===== config.mk =====
export PLATFORM = sky130hd
export DESIGN_NAME = ispr_port
export DESIGN_NICKNAME = d
export VERILOG_FILES = /design/src/hw/ispr_pin_sync.v /design/src/hw/ispr_port.v
export VERILOG_INCLUDE_DIRS = /design/src /design/src/inc
export SDC_FILE = /design/constraint.sdc
export NUM_CORES = 1
export LEC_CHECK = 0
export BUFFER_PORTS_ARGS = -buffer_cell sky130_fd_sc_hd__buf_4
export CAP_MARGIN = 20
export CORE_ASPECT_RATIO = 1.5
export CORE_MARGIN = 5
export CORE_UTILIZATION = 45
export CTS_CLUSTER_SIZE = 40
export DETAILED_ROUTE_END_ITERATION = 6
export PLACE_DENSITY = 0.67
export REMOVE_ABC_BUFFERS = 1
export SYNTH_ARGS = -nofsm -noshare
export SYNTH_HDL_FRONTEND = slang
export SYNTH_HIERARCHICAL = 1
export SYNTH_SLANG_ARGS = --single-unit

===== constraint.sdc =====
create_clock -name sys_clk -period 8.58 [get_ports sys_clk]
set_clock_uncertainty 0.15 [all_clocks]
set_input_delay 0.429 -clock sys_clk [delete_from_list [all_inputs] [get_ports sys_clk]]
set_output_delay 0.429 -clock sys_clk [all_outputs]
set_load 0.005 [all_outputs]

===== src/inc/ispr_map.vh =====
// Register offsets, field positions, reset values and timing counts of the programming port.
`ifndef ISPR_MAP_VH
`define ISPR_MAP_VH

// ------------
// Register offsets
// ------------
`define ISPR_CTRL_OFS 8'h00
`define ISPR_STAT_OFS 8'h04
`define ISPR_PMA_OFS 8'h08
`define ISPR_PMB_OFS 8'h0c
`define ISPR_MMAP_OFS 8'h10
`define ISPR_MCELL_OFS 8'h14

// ------------
// Field positions and reset values
// ------------
`define ISPR_CTRL_SEC_BIT 0
`define ISPR_CTRL_PROT_LSB 8
`define ISPR_STAT_REFUSED_BIT 6
`define ISPR_MMAP_CODE_BIT 0
`define ISPR_MMAP_PERIPH_BIT 1
`define ISPR_MMAP_INIT 8'h3c
`define ISPR_CFG_BUSY_EN_BIT 0
`define ISPR_CFG_ERR_EN_BIT 1
`define ISPR_CFG_OD_BIT 2

// ------------
// Serial instruction codes and flash operations
// ------------
`define ISPR_IR_CAPTURE 4'h1
`define ISPR_CMD_ENABLE 4'h2
`define ISPR_CMD_DISABLE 4'h3
`define ISPR_CMD_CLEAR 4'h4
`define ISPR_CMD_PROGRAM 4'h5
`define ISPR_CMD_ERASE 4'h6
`define ISPR_CMD_CHIP_ERASE 4'h7
`define ISPR_CMD_READ 4'h8
`define ISPR_CMD_VERIFY 4'h9
`define ISPR_OP_PROGRAM 2'h0
`define ISPR_OP_ERASE 2'h1
`define ISPR_OP_CHIP 2'h2

// ------------
// Timing
// ------------
`define ISPR_CLK_NS 20
`define ISPR_READY_TIME_NS 1000
`define ISPR_READY_CYCLES ((`ISPR_READY_TIME_NS + `ISPR_CLK_NS - 1) / `ISPR_CLK_NS)

`endif


===== src/hw/ispr_pin_sync.v =====
// Three-stage synchroniser for pins that arrive from outside the clock domain.
`timescale 1ns/1ps

module ispr_pin_sync
#(
    parameter WIDTH = 4,
    parameter [WIDTH-1:0] RESET_VAL = {WIDTH{1'b0}}
)
(
    input wire sys_clk,
    input wire rst,
    input wire [WIDTH-1:0] pinIn,
    output wire [WIDTH-1:0] pinOut
);

    genvar i;
    generate
        for (i = 0; i < WIDTH; i = i + 1)
        begin : gSync
            reg s1;
            reg s2;
            reg s3;
            reg stable;
            // The output moves only once the second and third stages agree.
            always @(posedge sys_clk or posedge rst)
            begin
                if (rst)
                begin
                    s1 <= RESET_VAL[i];
                    s2 <= RESET_VAL[i];
                    s3 <= RESET_VAL[i];
                    stable <= RESET_VAL[i];
                end
                else
                begin
                    s1 <= pinIn[i];
                    s2 <= s1;
                    s3 <= s2;
                    if (s2 == s3)
                        stable <= s3;
                end
            end
            assign pinOut[i] = stable;
        end
    endgenerate

endmodule // ispr_pin_sync


===== src/hw/ispr_port.v =====
// Serial in-system-configuration port with reset status logic and APB registers.
// Notes on behaviour
// Blank part defaults pins to test port.
// Test pins inputs; data-out drives after enable.
// Enable command may switch on status lines.
// Status lines selectable as open-drain.
// Error line low on failed flash op.
// Error sticky until clear or disable+reset.
// Busy high in read mode, low otherwise.
// Configuration commands only; no boundary scan.
// Secure part: no reads, chip erase only.
// Chip erase clears security bit.
// Erase of protected sector refused.
// Controller holds reset during programming.
// Extra ready delay after reset release.
// Read mode at power-up; lockout blocks writes.
// Selects low, strobe high at power-on.
// Resets float pins; clear registers by type.
// Logic outputs valid through warm reset.
// Macrocells cleared only by power-on reset.
// Code-space and peripheral bits cleared on reset.
// Sample on TCK rise, drive on fall.
//
// The register addresses and the APB interface to the registers were left to the implementer.
`timescale 1ns/1ps
`include "ispr_map.vh"

module ispr_port
(
    input wire sys_clk,
    input wire rst,
    input wire psel,
    input wire penable,
    input wire pwrite,
    input wire [7:0] paddr,
    input wire [31:0] pwdata,
    output reg [31:0] prdata,
    output reg pready,
    output reg pslverr,
    input wire tckPin,
    input wire tmsPin,
    input wire tdiPin,
    output reg tdoOut,
    output reg tdoOeN,
    output reg iscBusyOut,
    output reg iscBusyOeN,
    output reg iscErrorOut,
    output reg iscErrorOeN,
    input wire chipResetN,
    input wire belowLockout,
    input wire secWriteActive,
    input wire flashDone,
    input wire flashFail,
    input wire [7:0] flashRdData,
    output reg flashStart,
    output reg [1:0] flashOp,
    output reg [2:0] flashSector,
    output reg [7:0] flashAddr,
    output reg [7:0] flashWrData,
    output reg testPortSelected,
    output reg memAccessReady,
    output reg logicOutValid,
    output reg mcuIoOeN,
    output reg addrOutOeN
);

    // ------------
    // Pin synchronisation and TCK edges
    // ------------
    wire [4:0] syncPins;
    ispr_pin_sync #(.WIDTH(5), .RESET_VAL(5'h08)) uSync
    (
        .sys_clk(sys_clk),
        .rst(rst),
        .pinIn({belowLockout, chipResetN, tdiPin, tmsPin, tckPin}),
        .pinOut(syncPins)
    );
    wire tck = syncPins[0];
    wire tms = syncPins[1];
    wire tdi = syncPins[2];
    wire resetPinN = syncPins[3];
    wire lockout = syncPins[4];
    reg tckPrev;
    wire tckRise = tck & ~tckPrev;
    wire tckFall = ~tck & tckPrev;

    // ------------
    // TAP state machine
    // ------------
    localparam [3:0] ST_RESET = 4'd0, ST_IDLE = 4'd1, ST_SEL_DR = 4'd2, ST_CAP_DR = 4'd3,
        ST_SH_DR = 4'd4, ST_EX1_DR = 4'd5, ST_PA_DR = 4'd6, ST_EX2_DR = 4'd7,
        ST_UP_DR = 4'd8, ST_SEL_IR = 4'd9, ST_CAP_IR = 4'd10, ST_SH_IR = 4'd11,
        ST_EX1_IR = 4'd12, ST_PA_IR = 4'd13, ST_EX2_IR = 4'd14, ST_UP_IR = 4'd15;
    reg [3:0] tapState;
    reg [3:0] next_tapState;
    always @*
    begin
        case (tapState)
            ST_RESET: next_tapState = tms ? ST_RESET : ST_IDLE;
            ST_IDLE: next_tapState = tms ? ST_SEL_DR : ST_IDLE;
            ST_SEL_DR: next_tapState = tms ? ST_SEL_IR : ST_CAP_DR;
            ST_CAP_DR: next_tapState = tms ? ST_EX1_DR : ST_SH_DR;
            ST_SH_DR: next_tapState = tms ? ST_EX1_DR : ST_SH_DR;
            ST_EX1_DR: next_tapState = tms ? ST_UP_DR : ST_PA_DR;
            ST_PA_DR: next_tapState = tms ? ST_EX2_DR : ST_PA_DR;
            ST_EX2_DR: next_tapState = tms ? ST_UP_DR : ST_SH_DR;
            ST_UP_DR: next_tapState = tms ? ST_SEL_DR : ST_IDLE;
            ST_SEL_IR: next_tapState = tms ? ST_RESET : ST_CAP_IR;
            ST_CAP_IR: next_tapState = tms ? ST_EX1_IR : ST_SH_IR;
            ST_SH_IR: next_tapState = tms ? ST_EX1_IR : ST_SH_IR;
            ST_EX1_IR: next_tapState = tms ? ST_UP_IR : ST_PA_IR;
            ST_PA_IR: next_tapState = tms ? ST_EX2_IR : ST_PA_IR;
            ST_EX2_IR: next_tapState = tms ? ST_UP_IR : ST_SH_IR;
            ST_UP_IR: next_tapState = tms ? ST_SEL_DR : ST_IDLE;
            default: next_tapState = ST_RESET;
        endcase
    end

    // ------------
    // Port state
    // ------------
    reg [3:0] irShift;
    reg [3:0] instr;
    reg [15:0] drShift;
    reg bypassBit;
    reg portEnabled;
    reg [2:0] extCfg;
    reg errorFlag;
    reg disableSeen;
    reg opBusy;
    reg refused;
    reg securityBit;
    reg [7:0] protectBits;
    reg [7:0] powerModeA;
    reg [7:0] powerModeB;
    reg [7:0] memMapCfg;
    reg [15:0] macrocells;
    reg [7:0] readyCount;
    reg resetPinPrev;

    // Anything outside the configuration set falls back to the one-bit bypass path.
    wire isDataInstr = (instr == `ISPR_CMD_ENABLE) || (instr == `ISPR_CMD_PROGRAM) ||
        (instr == `ISPR_CMD_ERASE) || (instr == `ISPR_CMD_CHIP_ERASE) ||
        (instr == `ISPR_CMD_READ) || (instr == `ISPR_CMD_VERIFY);
    wire atRise = tckRise;
    wire upDr = atRise && (tapState == ST_UP_DR);
    wire upIr = atRise && (tapState == ST_UP_IR);
    wire [3:0] newInstr = irShift;
    wire isFlashCmd = (instr == `ISPR_CMD_PROGRAM) || (instr == `ISPR_CMD_ERASE) ||
        (instr == `ISPR_CMD_CHIP_ERASE);
    wire sectorLocked = protectBits[drShift[2:0]];
    // A start is refused while an operation is busy, while secure (except chip erase), on erase of a protected sector, or in lockout.
    wire startBlocked = lockout || opBusy ||
        (securityBit && (instr != `ISPR_CMD_CHIP_ERASE)) ||
        ((instr == `ISPR_CMD_ERASE) && sectorLocked); // see R9 see R11
    wire tryStart = upDr && portEnabled && isFlashCmd;
    wire doStart = tryStart && !startBlocked;
    wire isReadCmd = (instr == `ISPR_CMD_READ) || (instr == `ISPR_CMD_VERIFY);
    wire warmRstActive = !resetPinN;
    wire warmRstRise = resetPinN && !resetPinPrev;
    wire errClear = (upIr && portEnabled && (newInstr == `ISPR_CMD_CLEAR)) ||
        (warmRstActive && disableSeen);
    wire errSet = opBusy && flashDone && flashFail;

    // ------------
    // Serial shift paths and command execution
    // ------------
    always @(posedge sys_clk or posedge rst)
    begin
        if (rst)
        begin
            tckPrev <= 1'b0;
            tapState <= ST_RESET;
            irShift <= 4'h0;
            instr <= 4'h0;
            drShift <= 16'h0000;
            bypassBit <= 1'b0;
            portEnabled <= 1'b0;
            extCfg <= 3'h0;
            disableSeen <= 1'b0;
            tdoOut <= 1'b0;
            tdoOeN <= 1'b1;
            flashStart <= 1'b0;
            flashOp <= 2'h0;
            flashSector <= 3'h0;
            flashAddr <= 8'h00;
            flashWrData <= 8'h00;
            opBusy <= 1'b0;
        end
        else
        begin
            tckPrev <= tck;
            flashStart <= doStart;
            if (atRise)
            begin
                tapState <= next_tapState;
                case (tapState)
                    ST_RESET: instr <= 4'h0;
                    ST_CAP_IR: irShift <= `ISPR_IR_CAPTURE;
                    ST_SH_IR: irShift <= {tdi, irShift[3:1]};
                    ST_UP_IR: instr <= irShift;
                    ST_CAP_DR:
                    begin
                        bypassBit <= 1'b0;
                        // A secured part shifts zeros instead of array contents.
                        if (isReadCmd && !securityBit)
                            drShift <= {flashAddr, flashRdData};
                        else
                            drShift <= 16'h0000;
                    end
                    ST_SH_DR:
                    begin
                        bypassBit <= tdi;
                        drShift <= {tdi, drShift[15:1]};
                    end
                    default: instr <= instr;
                endcase
            end
            if (tckFall && ((tapState == ST_SH_DR) || (tapState == ST_SH_IR)))
            begin
                if (tapState == ST_SH_IR)
                    tdoOut <= irShift[0];
                else if (isDataInstr)
                    tdoOut <= drShift[0];
                else
                    tdoOut <= bypassBit;
            end
            if (upDr && (instr == `ISPR_CMD_ENABLE)) // see R3
            begin
                portEnabled <= 1'b1;
                extCfg <= drShift[2:0];
            end
            if (upIr && portEnabled && (newInstr == `ISPR_CMD_DISABLE))
            begin
                portEnabled <= 1'b0;
                extCfg <= 3'h0;
                disableSeen <= 1'b1;
            end
            else if (warmRstActive)
                disableSeen <= 1'b0;
            // Data-out stays an input until the enabling command has been taken.
            tdoOeN <= !portEnabled;
            if (upDr && portEnabled && isReadCmd)
                flashAddr <= drShift[15:8];
            if (doStart)
            begin
                opBusy <= 1'b1;
                flashSector <= drShift[2:0];
                flashAddr <= drShift[15:8];
                flashWrData <= drShift[7:0];
                if (instr == `ISPR_CMD_PROGRAM)
                    flashOp <= `ISPR_OP_PROGRAM;
                else if (instr == `ISPR_CMD_ERASE)
                    flashOp <= `ISPR_OP_ERASE;
                else
                    flashOp <= `ISPR_OP_CHIP;
            end
            else if (opBusy && flashDone)
                opBusy <= 1'b0;
        end
    end

    // ------------
    // Status lines, error flag, reset timing and pin states
    // ------------
    wire busyLevel = !(opBusy || secWriteActive); // see R7
    always @(posedge sys_clk or posedge rst)
    begin
        if (rst)
        begin
            errorFlag <= 1'b0;
            iscBusyOut <= 1'b0;
            iscBusyOeN <= 1'b1;
            iscErrorOut <= 1'b0;
            iscErrorOeN <= 1'b1;
            resetPinPrev <= 1'b1;
            readyCount <= 8'h00;
            memAccessReady <= 1'b0;
            logicOutValid <= 1'b0;
            mcuIoOeN <= 1'b1;
            addrOutOeN <= 1'b1;
            testPortSelected <= 1'b1;
        end
        else
        begin
            // A failure in the same cycle as a clear still leaves the flag set.
            if (errSet)
                errorFlag <= 1'b1;
            else if (errClear)
                errorFlag <= 1'b0;
            if (!portEnabled || !extCfg[`ISPR_CFG_BUSY_EN_BIT])
            begin
                iscBusyOut <= 1'b0;
                iscBusyOeN <= 1'b1;
            end
            else if (extCfg[`ISPR_CFG_OD_BIT])
            begin
                iscBusyOut <= 1'b0;
                iscBusyOeN <= busyLevel;
            end
            else
            begin
                iscBusyOut <= busyLevel;
                iscBusyOeN <= 1'b0;
            end
            if (!portEnabled || !extCfg[`ISPR_CFG_ERR_EN_BIT])
            begin
                iscErrorOut <= 1'b0;
                iscErrorOeN <= 1'b1;
            end
            else if (extCfg[`ISPR_CFG_OD_BIT])
            begin
                iscErrorOut <= 1'b0;
                iscErrorOeN <= !errorFlag;
            end
            else
            begin
                iscErrorOut <= !errorFlag;
                iscErrorOeN <= 1'b0;
            end
            // The test pins are dedicated; nothing in this block reassigns them.
            testPortSelected <= 1'b1;
            resetPinPrev <= resetPinN;
            if (warmRstActive)
            begin
                readyCount <= 8'h00;
                memAccessReady <= 1'b0;
            end
            else if (readyCount < `ISPR_READY_CYCLES)
                readyCount <= readyCount + 8'h01;
            else
                memAccessReady <= 1'b1;
            logicOutValid <= 1'b1;
            mcuIoOeN <= warmRstActive || !memAccessReady;
            addrOutOeN <= warmRstActive || !memAccessReady;
        end
    end

    // ------------
    // APB register file
    // ------------
    wire apbAccess = psel && penable && pready;
    wire apbWrite = apbAccess && pwrite;
    reg [31:0] next_prdata;
    reg next_slverr;
    always @*
    begin
        next_prdata = 32'h00000000;
        next_slverr = 1'b0;
        case (paddr)
            `ISPR_CTRL_OFS: next_prdata = {16'h0000, protectBits, 7'h00, securityBit};
            `ISPR_STAT_OFS: next_prdata = {25'h0000000, refused, memAccessReady, opBusy,
                errorFlag, busyLevel, extCfg[`ISPR_CFG_OD_BIT], portEnabled};
            `ISPR_PMA_OFS: next_prdata = {24'h000000, powerModeA};
            `ISPR_PMB_OFS: next_prdata = {24'h000000, powerModeB};
            `ISPR_MMAP_OFS: next_prdata = {24'h000000, memMapCfg};
            `ISPR_MCELL_OFS: next_prdata = {16'h0000, macrocells};
            default: next_slverr = 1'b1;
        endcase
    end

    always @(posedge sys_clk or posedge rst)
    begin
        if (rst)
        begin
            pready <= 1'b0;
            prdata <= 32'h00000000;
            pslverr <= 1'b0;
            securityBit <= 1'b0;
            protectBits <= 8'h00;
            refused <= 1'b0;
            powerModeA <= 8'h00;
            powerModeB <= 8'h00;
            memMapCfg <= `ISPR_MMAP_INIT;
            macrocells <= 16'h0000;
        end
        else
        begin
            // One wait state gives registered read data and error.
            pready <= psel && penable && !pready;
            if (psel && penable && !pready)
            begin
                prdata <= next_prdata;
                pslverr <= next_slverr;
            end
            if (apbWrite && (paddr == `ISPR_CTRL_OFS))
            begin
                securityBit <= pwdata[`ISPR_CTRL_SEC_BIT];
                protectBits <= pwdata[`ISPR_CTRL_PROT_LSB+7:`ISPR_CTRL_PROT_LSB];
            end
            if (opBusy && flashDone && !flashFail && (flashOp == `ISPR_OP_CHIP))
                securityBit <= 1'b0;
            if (tryStart && startBlocked)
                refused <= 1'b1; // see R9
            else if (warmRstActive)
                refused <= 1'b0;
            else if (apbWrite && (paddr == `ISPR_STAT_OFS) && pwdata[`ISPR_STAT_REFUSED_BIT])
                refused <= 1'b0;
            // Power-mode registers clear only on the power-on reset.
            if (apbWrite && (paddr == `ISPR_PMA_OFS))
                powerModeA <= pwdata[7:0];
            if (apbWrite && (paddr == `ISPR_PMB_OFS))
                powerModeB <= pwdata[7:0];
            if (warmRstRise)
            begin
                memMapCfg <= `ISPR_MMAP_INIT;
                memMapCfg[`ISPR_MMAP_CODE_BIT] <= 1'b0;
                memMapCfg[`ISPR_MMAP_PERIPH_BIT] <= 1'b0;
            end
            else if (apbWrite && (paddr == `ISPR_MMAP_OFS))
                memMapCfg <= pwdata[7:0];
            if (apbWrite && (paddr == `ISPR_MCELL_OFS))
                macrocells <= pwdata[15:0];
        end
    end

endmodule // ispr_port


==> results of run 1 <==
-- metrics by stage --
step	util (%)	setup slack (ns)	cell area [µm²]
2_1_floorplan	-	4.21	6920
3_3_place_gp	50.5	5.98	7920
3_5_place_dp	50.5	5.94	7920
4_1_cts	54.8	5.93	8600
5_1_grt	55.1	5.84	8640
6_report	55.1	5.97	8640
-- per-layer routing --
metal	vias to the layer above	wire length [µm]	GRT usage, %
met4	0	203	5.14
met1	2468	5970	20.2
met2	93	8750	31.6
li1	2321	-	-
met5	-	0	0
met3	18	588	3.52
-- sequential cells by signal (all words and copies together), names as in the netlist, 2 cells and up --
signal and cells:
macrocells 16, extCfg 3, powerModeB 8, flashWrData 6, uSync/gSync.s3 5, prdata 16
uSync/gSync.s1 5, flashOp 2, uSync/gSync.stable 5, readyCount 8, flashAddr 8, irShift 4
drShift 16, flashSector 2, protectBits 8, memMapCfg 8, tapState 4, instr 4
powerModeA 8, uSync/gSync.s2 5
-- worst register-to-register path: cells and delay by family (launching register included) --
kind | cells | cell delay [ns]
AOI/OAI and AO/OA | 2 | 0.68
DFF | 1 | 0.62
muxes | 3 | 1.04
-- power breakdown --
group	switching [mW]	internal [mW]
Clock	0.301	0.489
Combinational	0.136	0.119
Sequential	0.0999	0.830
Total	0.536	1.44
-- area by class of cell --
type,instances,area share (%)
inverter,13,0.623
timing repair buffer,105,9.61
multi-input combinational,397,32.6
clock buffer,20,5.05
clock inverter,12,2.10
sequential,162,47.1
tap,203,2.94
-- final timing paths --
kind | from | to | slack (ns) | cells after the start
worst min-delay path | flashDone | opBusy$_DFFE_PP0P_ | 0.1 | 2
min in group asynchronous | rst | tapState[0]$_DFFE_PP0N_ | 0.44 | 3
max in group asynchronous | rst | addrOutOeN$_DFF_PP1_ | 6.71 | 5
worst min register to register | uSync/gSync[0].s1$_DFF_PP0_ | uSync/gSync[0].s2$_DFF_PP0_ | 0.20 | 0
worst max register to register | drShift[0]$_DFFE_PP0P_ | flashAddr[7]$_DFFE_PP0P_ | 5.97 | 5
worst max-delay path | drShift[0]$_DFFE_PP0P_ | flashAddr[7]$_DFFE_PP0P_ | 5.97 | 5
-- cell usage after synthesis, types with 2 or more instances --
master and number:
nand4_1 4, a22oi_1 21, nor3_1 6, and2_1 8, nor4_1 2, nand2_1 59
mux2i_1 15, nor4_4 2, dfstp_2 13, clkbuf_1 24, nand4b_1 2, a32o_1 2
nand3_1 13, buf_2 3, a211oi_1 2, buf_6 2, nor2b_1 11, a21boi_0 2
mux2_2 60, dfrtp_1 149, nand2_2 2, o211ai_1 2, inv_1 13, conb_1 2
nand3b_1 2, xor2_1 2, buf_4 27, o21ai_0 23, maj3_2 5, nor3b_1 4
a22o_1 28, nand2b_1 4, a31oi_1 4, mux4_2 2, xnor2_1 3, or3_1 2
o22ai_1 10, a21oi_1 29, nor2_1 27
-- kinds of logic after synthesis --
| group | after synthesis |
|---|---|
| simple gates | 159 |
| flops | 162 |
| xor+xnor | 5 |
| other cells | 2 |
| mux | 77 |
| fa+ha+maj | 6 |
| buf+inv | 70 |
| compound gates | 132 |
-- timing repair --
action,in CTS,in global routing
hold buffers,6,0
setup endpoints to repair,0,0
endpoints found under the hold margin,56,0
==> impl_metrics.ini, run 1 <==
[global_routing]
grt_first_pass_wirelength_um = 25800
grtUsageTotal_pct = 17.2
antenna_found_initial = 0
grt_pass1_vias = 5045
grt_start_max_net_pins = 92
gr-total-overflow = 0

[cells_and_area]
diodes = 0
fillers = 1372
final_common_cell = dfrtp_1
syn2layout_area_growth_pct = 20.1
multi_input_area_um2 = 2820
final_cell_mix = dfrtp_1, buf_4, mux2_2
stdcell_count = 912
drive_above_1_share_pct = 31.5
nets = 758
seq_area_um2 = 4070

[clock_network]
clkTransAtPathRegs_ns = 0.06
cts_buffers = 17
cts_resized = 0
clockRootBuffer = clkbuf_16
cts_tree = yes
clk_latency_ns = 0.42
postCtsSetupBuffers = 0
htree_num_levels = 4
cts_sinks = 162
clock_path_buffers = 2

[route]
drc_errors = 0
via_count = 4900
wirelength_um = 15500
drtIter0Drc = 330
drt_pass1_iterations = 4
vias_per_cell = 5.37
antenna_left = 0
wl_per_cell_um = 17.0

[logic_synthesis]
synth-simple-area-share_pct = 11.6
synthCells = 613
yosysTopAreaCell = dfrtp_1
synth_cell_types = 61
synthXorXnorAreaFrac_pct = 0.609
synth_compound_area_share_pct = 12.7
synth.area.mux_share_pct = 12.1
async_flop_share_pct = 100
syn_area_um2 = 7200
yosysSeqAreaShare_pct = 56.6
synth-seq-cells = 162
synth_top_family_by_area = compound AO/OA/AOI/OAI gates
synth_top_area_share_pct = 51.8
synthFlopType = dfrtp_1
synthAdderAreaFrac_pct = 0.956
synth_edf_count = 0
ys.warnings.count = 6
syn_avg_cell_area_um2 = 11.7
synth_area_leaders = dfrtp_1, mux2_2, dfstp_2, a22o_1, nand2_1

[run_status]
status = finished, final reports clean

[placed_design]
numPortBuffers = 94
place_inst = 872
gp_congestion = 0.803
dp_hpwl_um = 11100

[floorplanning]
core_area_um2 = 15700
die_w_um = 113
ios = 128
die_area_um2 = 18700
initial_core_util_pct = 45.8
rows = 56
die_h_um = 165

[run]
cap_violations = 0

[timing]
drv_slew = 0
fin_crit_ns = 2.61
finalSetupViolCount = 0
fin_hold_ws_ns = 0.0986
tightest_slew_ns = 0.823
maxSlewHeadroom_pct = 44.9
rsz0062_at_grt = no
fin_tns_setup_ns = 0
timing.fmax_ghz = 0.383
finalCritPeriodShare_pct = 30.5
final_hold_viol_count = 0

[power_and_ir_drop]
p_total_mw = 1.97
vdd_drop_max_v = 0.000124
p_leak_nw = 4.08
powerDensity_nw_per_um2 = 229

[worst_hold_path]
hold_path_class = primary input to flip-flop

[setup_path]
crit_path_max_fanout = 15
cpMaxStageDelayCell = dfrtp_1
crit_type = flip-flop to flip-flop
worstPathArrival_ns = 2.76
worstPathRequired_ns = 8.73
worst-path-buf-inv = 0
max_stage_delay_ns = 0.62
cp_cell_sequence = mux2i_1 > mux4_2 > o211ai_4 > o21ai_4 > mux2_2
cp-start-kind = flip-flop
critPathTopFamily = multiplexers
end_kind = flip-flop
Note: power is estimated with default switching activity, not from simulation.
==> inputs of run 2 (changes only) <==
--- a/config.mk
+++ b/config.mk
@@ -6,6 +6,7 @@
 export SDC_FILE = /design/constraint.sdc
 export NUM_CORES = 1
 export LEC_CHECK = 0
+export ABC_AREA = 1
 export BUFFER_PORTS_ARGS = -buffer_cell sky130_fd_sc_hd__buf_4
 export CAP_MARGIN = 20
 export CORE_ASPECT_RATIO = 1.5
@@ -13,7 +14,7 @@
 export CORE_UTILIZATION = 45
 export CTS_CLUSTER_SIZE = 40
 export DETAILED_ROUTE_END_ITERATION = 6
-export PLACE_DENSITY = 0.67
+export PLACE_DENSITY = 0.69
 export REMOVE_ABC_BUFFERS = 1
 export SYNTH_ARGS = -nofsm -noshare
 export SYNTH_HDL_FRONTEND = slang
==> constraint.sdc (replaced) <==
create_clock -name sys_clk -period 2.2 [get_ports sys_clk]
set_clock_uncertainty 0.15 [all_clocks]
set_input_delay 0.11 -clock sys_clk [delete_from_list [all_inputs] [get_ports sys_clk]]
set_output_delay 0.11 -clock sys_clk [all_outputs]
set_load 0.005 [all_outputs]
==> impl_metrics.ini, run 2 <==
[logic_synthesis]
async_flop_share_pct = 100
synthCells = 864
synth-seq-cells = 162
ys.warnings.count = 6
synthAdderAreaFrac_pct = 0.170
synth_top_area_share_pct = 50.6
synth_area_leaders = dfrtp_1, nand2_1, inv_1, dfstp_2, nand3_1
syn_area_um2 = 7360
synth-simple-area-share_pct = 22.0
synth.area.mux_share_pct = 0
synth_cell_types = 34
synth_compound_area_share_pct = 12.0
synth_edf_count = 0
yosysSeqAreaShare_pct = 55.3
synthXorXnorAreaFrac_pct = 0
yosysTopAreaCell = dfrtp_1
syn_avg_cell_area_um2 = 8.52
synth_top_family_by_area = simple AND/OR/NAND/NOR gates
yosysMostFrequentCell = nand2_1
synthFlopType = dfrtp_1
synthTopCellsByCount = nand2_1, dfrtp_1, inv_1

[cells_and_area]
diodes = 0
final_cell_mix = nand2_1, dfrtp_1, inv_1
nets = 1064
final_area_um2 = 9230
syn2layout_area_growth_pct = 25.3
fin_util_pct = 57.3
final_common_cell = nand2_1
drive_above_1_share_pct = 19.1
top_regs = drShift x16, macrocells x16, prdata x16

[power_and_ir_drop]
switching_share_pct = 28.0
seq_power_share_pct = 45.4
p_leak_nw = 4.64
p_int_mw = 5.39
pwr-share-comb_pct = 15.4
powerDensity_nw_per_um2 = 812
clkPwrFrac_pct = 39.2
vdd_drop_max_v = 0.000483
power.switching_mw = 2.10

[timing]
drv_slew = 0
maxSlewHeadroom_pct = 52.7
worst_slack_ns = 0.310
fin_crit_ns = 1.89
finalSetupViolCount = 0
rsz0062_at_grt = no
timing.fmax_ghz = 0.529
final_hold_viol_count = 0
tightest_slew_ns = 0.709
finalCritPeriodShare_pct = 85.9

[setup_path]
cpMaxStageDelayCell = dfrtp_1
crit_path_max_fanout = 25
cp_cell_sequence = inv_2 > nor2_4 > nand2_2 > nor2_4 > nand2_2 > nor2_2 > nand3_2 > buf_12 > nand2_8 > nand2_1 > nand2_1
worst-path-buf-inv = 2
end_kind = flip-flop
critPathTopFamily = simple AND/OR/NAND/NOR gates
max_stage_delay_ns = 0.43
worstPathArrival_ns = 2.10
crit_type = flip-flop to flip-flop
worstPathRequired_ns = 2.41
cp-start-kind = flip-flop

[placed_design]
gp_congestion = 0.870
place_ws_ns = 0.315
dp_hpwl_um = 11900
placed_area_um2 = 8290
numPortBuffers = 94

[clock_network]
cts_tree = yes
clock_path_buffers = 2
clkTransAtPathRegs_ns = 0.06
clk_latency_ns = 0.42
postCtsSetupBuffers = 0
cts_buffers = 17
htree_num_levels = 4
cts_resized = 0
cts_sinks = 162
holdBufCountCts = 35
clockRootBuffer = clkbuf_16

[route]
drtIter0Drc = 395
drc_errors = 0
drt_pass1_iterations = 5
antenna_left = 0
wirelength_um = 17000
vias_per_cell = 4.94
wl_per_cell_um = 13.9
via_count = 6028

[run_status]
status = finished, final reports clean

[floorplanning]
die_w_um = 114
ios = 128
rows = 57
initial_core_util_pct = 45.7
die_area_um2 = 19100
die_h_um = 167
core_area_um2 = 16100

[global_routing]
gr-total-overflow = 0
grt-busiest-layer = met2
antenna_found_initial = 0
grtUsageTotal_pct = 18.6
grt_use_met1_pct = 22.2
grtUsageMet2_pct = 32.6
grt_first_pass_wirelength_um = 28700
grt_start_max_net_pins = 53
met3_usage_pct = 3.74
grt_pass1_vias = 6039

[run]
cap_violations = 0

[worst_hold_path]
hold_path_class = primary input to flip-flop
run 2: cell count changes in the layout (fill, tap and decap cells not counted), sizes merged, moves of 32 or more:
| cell | previous run | this run |
|---|---|---|
| inv | 15 | 129 |
| nor2 | 27 | 59 |
| mux2 | 60 | 0 |
| nand3 | 14 | 67 |
| o21ai | 24 | 99 |
| nand2 | 61 | 215 |
run 2: layout make-up:
type | count | area, µm²
clock buffers | 18 | 439
repair buffers | 148 | 1240
clock inverters | 14 | 153
inverters | 128 | 485
fillers | 1461 | 6890
flip-flops and latches | 162 | 4070
well taps | 206 | 258
multi-input cells | 545 | 2590
run 2: kinds of logic after synthesis:
group                    Yosys count
AND/OR/NAND/NOR                  362
adder cells (fa/ha/maj)            1
other                              2
buffers and inverters            173
AO/OA/AOI/OAI                    164
flip-flops                       162
run 2: worst paths after layout:
kind,from,to,slack [ns],cells after the start
worst min-delay path,paddr[3],pslverr$_DFFE_PP0P_,0.04,5
worst min register to register,uSync/gSync[1].s1$_DFF_PP0_,uSync/gSync[1].s2$_DFF_PP0_,0.20,0
min in group asynchronous,rst,readyCount[3]$_DFFE_PP0P_,0.14,3
max in group asynchronous,rst,drShift[2]$_DFFE_PP0P_,1.11,4
worst max-delay path,tapState[3]$_DFFE_PP0N_,flashAddr[7]$_DFFE_PP0P_,0.31,11
worst max register to register,tapState[3]$_DFFE_PP0N_,flashAddr[7]$_DFFE_PP0P_,0.31,11
run 2: worst min-delay path, cell delays in order:
cell and delay, ns:
buf_4 0.11, nor3_4 0.05, nand2_2 0.06, o211ai_1 0.09, o21ai_0 0.14
run 2: per-layer routing:
layer  routed length [µm]  up-vias  part of all wire (%)
li1                     -     3018                     -
met1                 6840     2834                    40
met2                 8920      151                    53
met3                  829       25                   4.9
met4                  384        0                   2.3
met5                    0        -                     0
run 2: through the flow:
step           setup TNS, ns  std cells  hold WS [ns]  power, mW
2_1_floorplan        -254.06        835       -0.0791       4.16
3_3_place_gp               0       1154        0.0455       4.54
3_5_place_dp               0       1154        0.0460       4.56
4_1_cts                    0       1221        0.0212       7.55
5_1_grt                    0       1221        0.0410       7.89
6_report                   0       1221        0.0385       7.49
run 2: power by group through the flow:
stage | Clock, mW | Combinational (mW) | Sequential [mW]
final | 2.94 | 1.16 | 3.40
after CTS | 2.99 | 1.16 | 3.40
after global placement | 0 | 1.09 | 3.44
after global routing | 3.13 | 1.33 | 3.43
after detailed placement | 0 | 1.11 | 3.45
after floorplan | 0 | 0.721 | 3.44
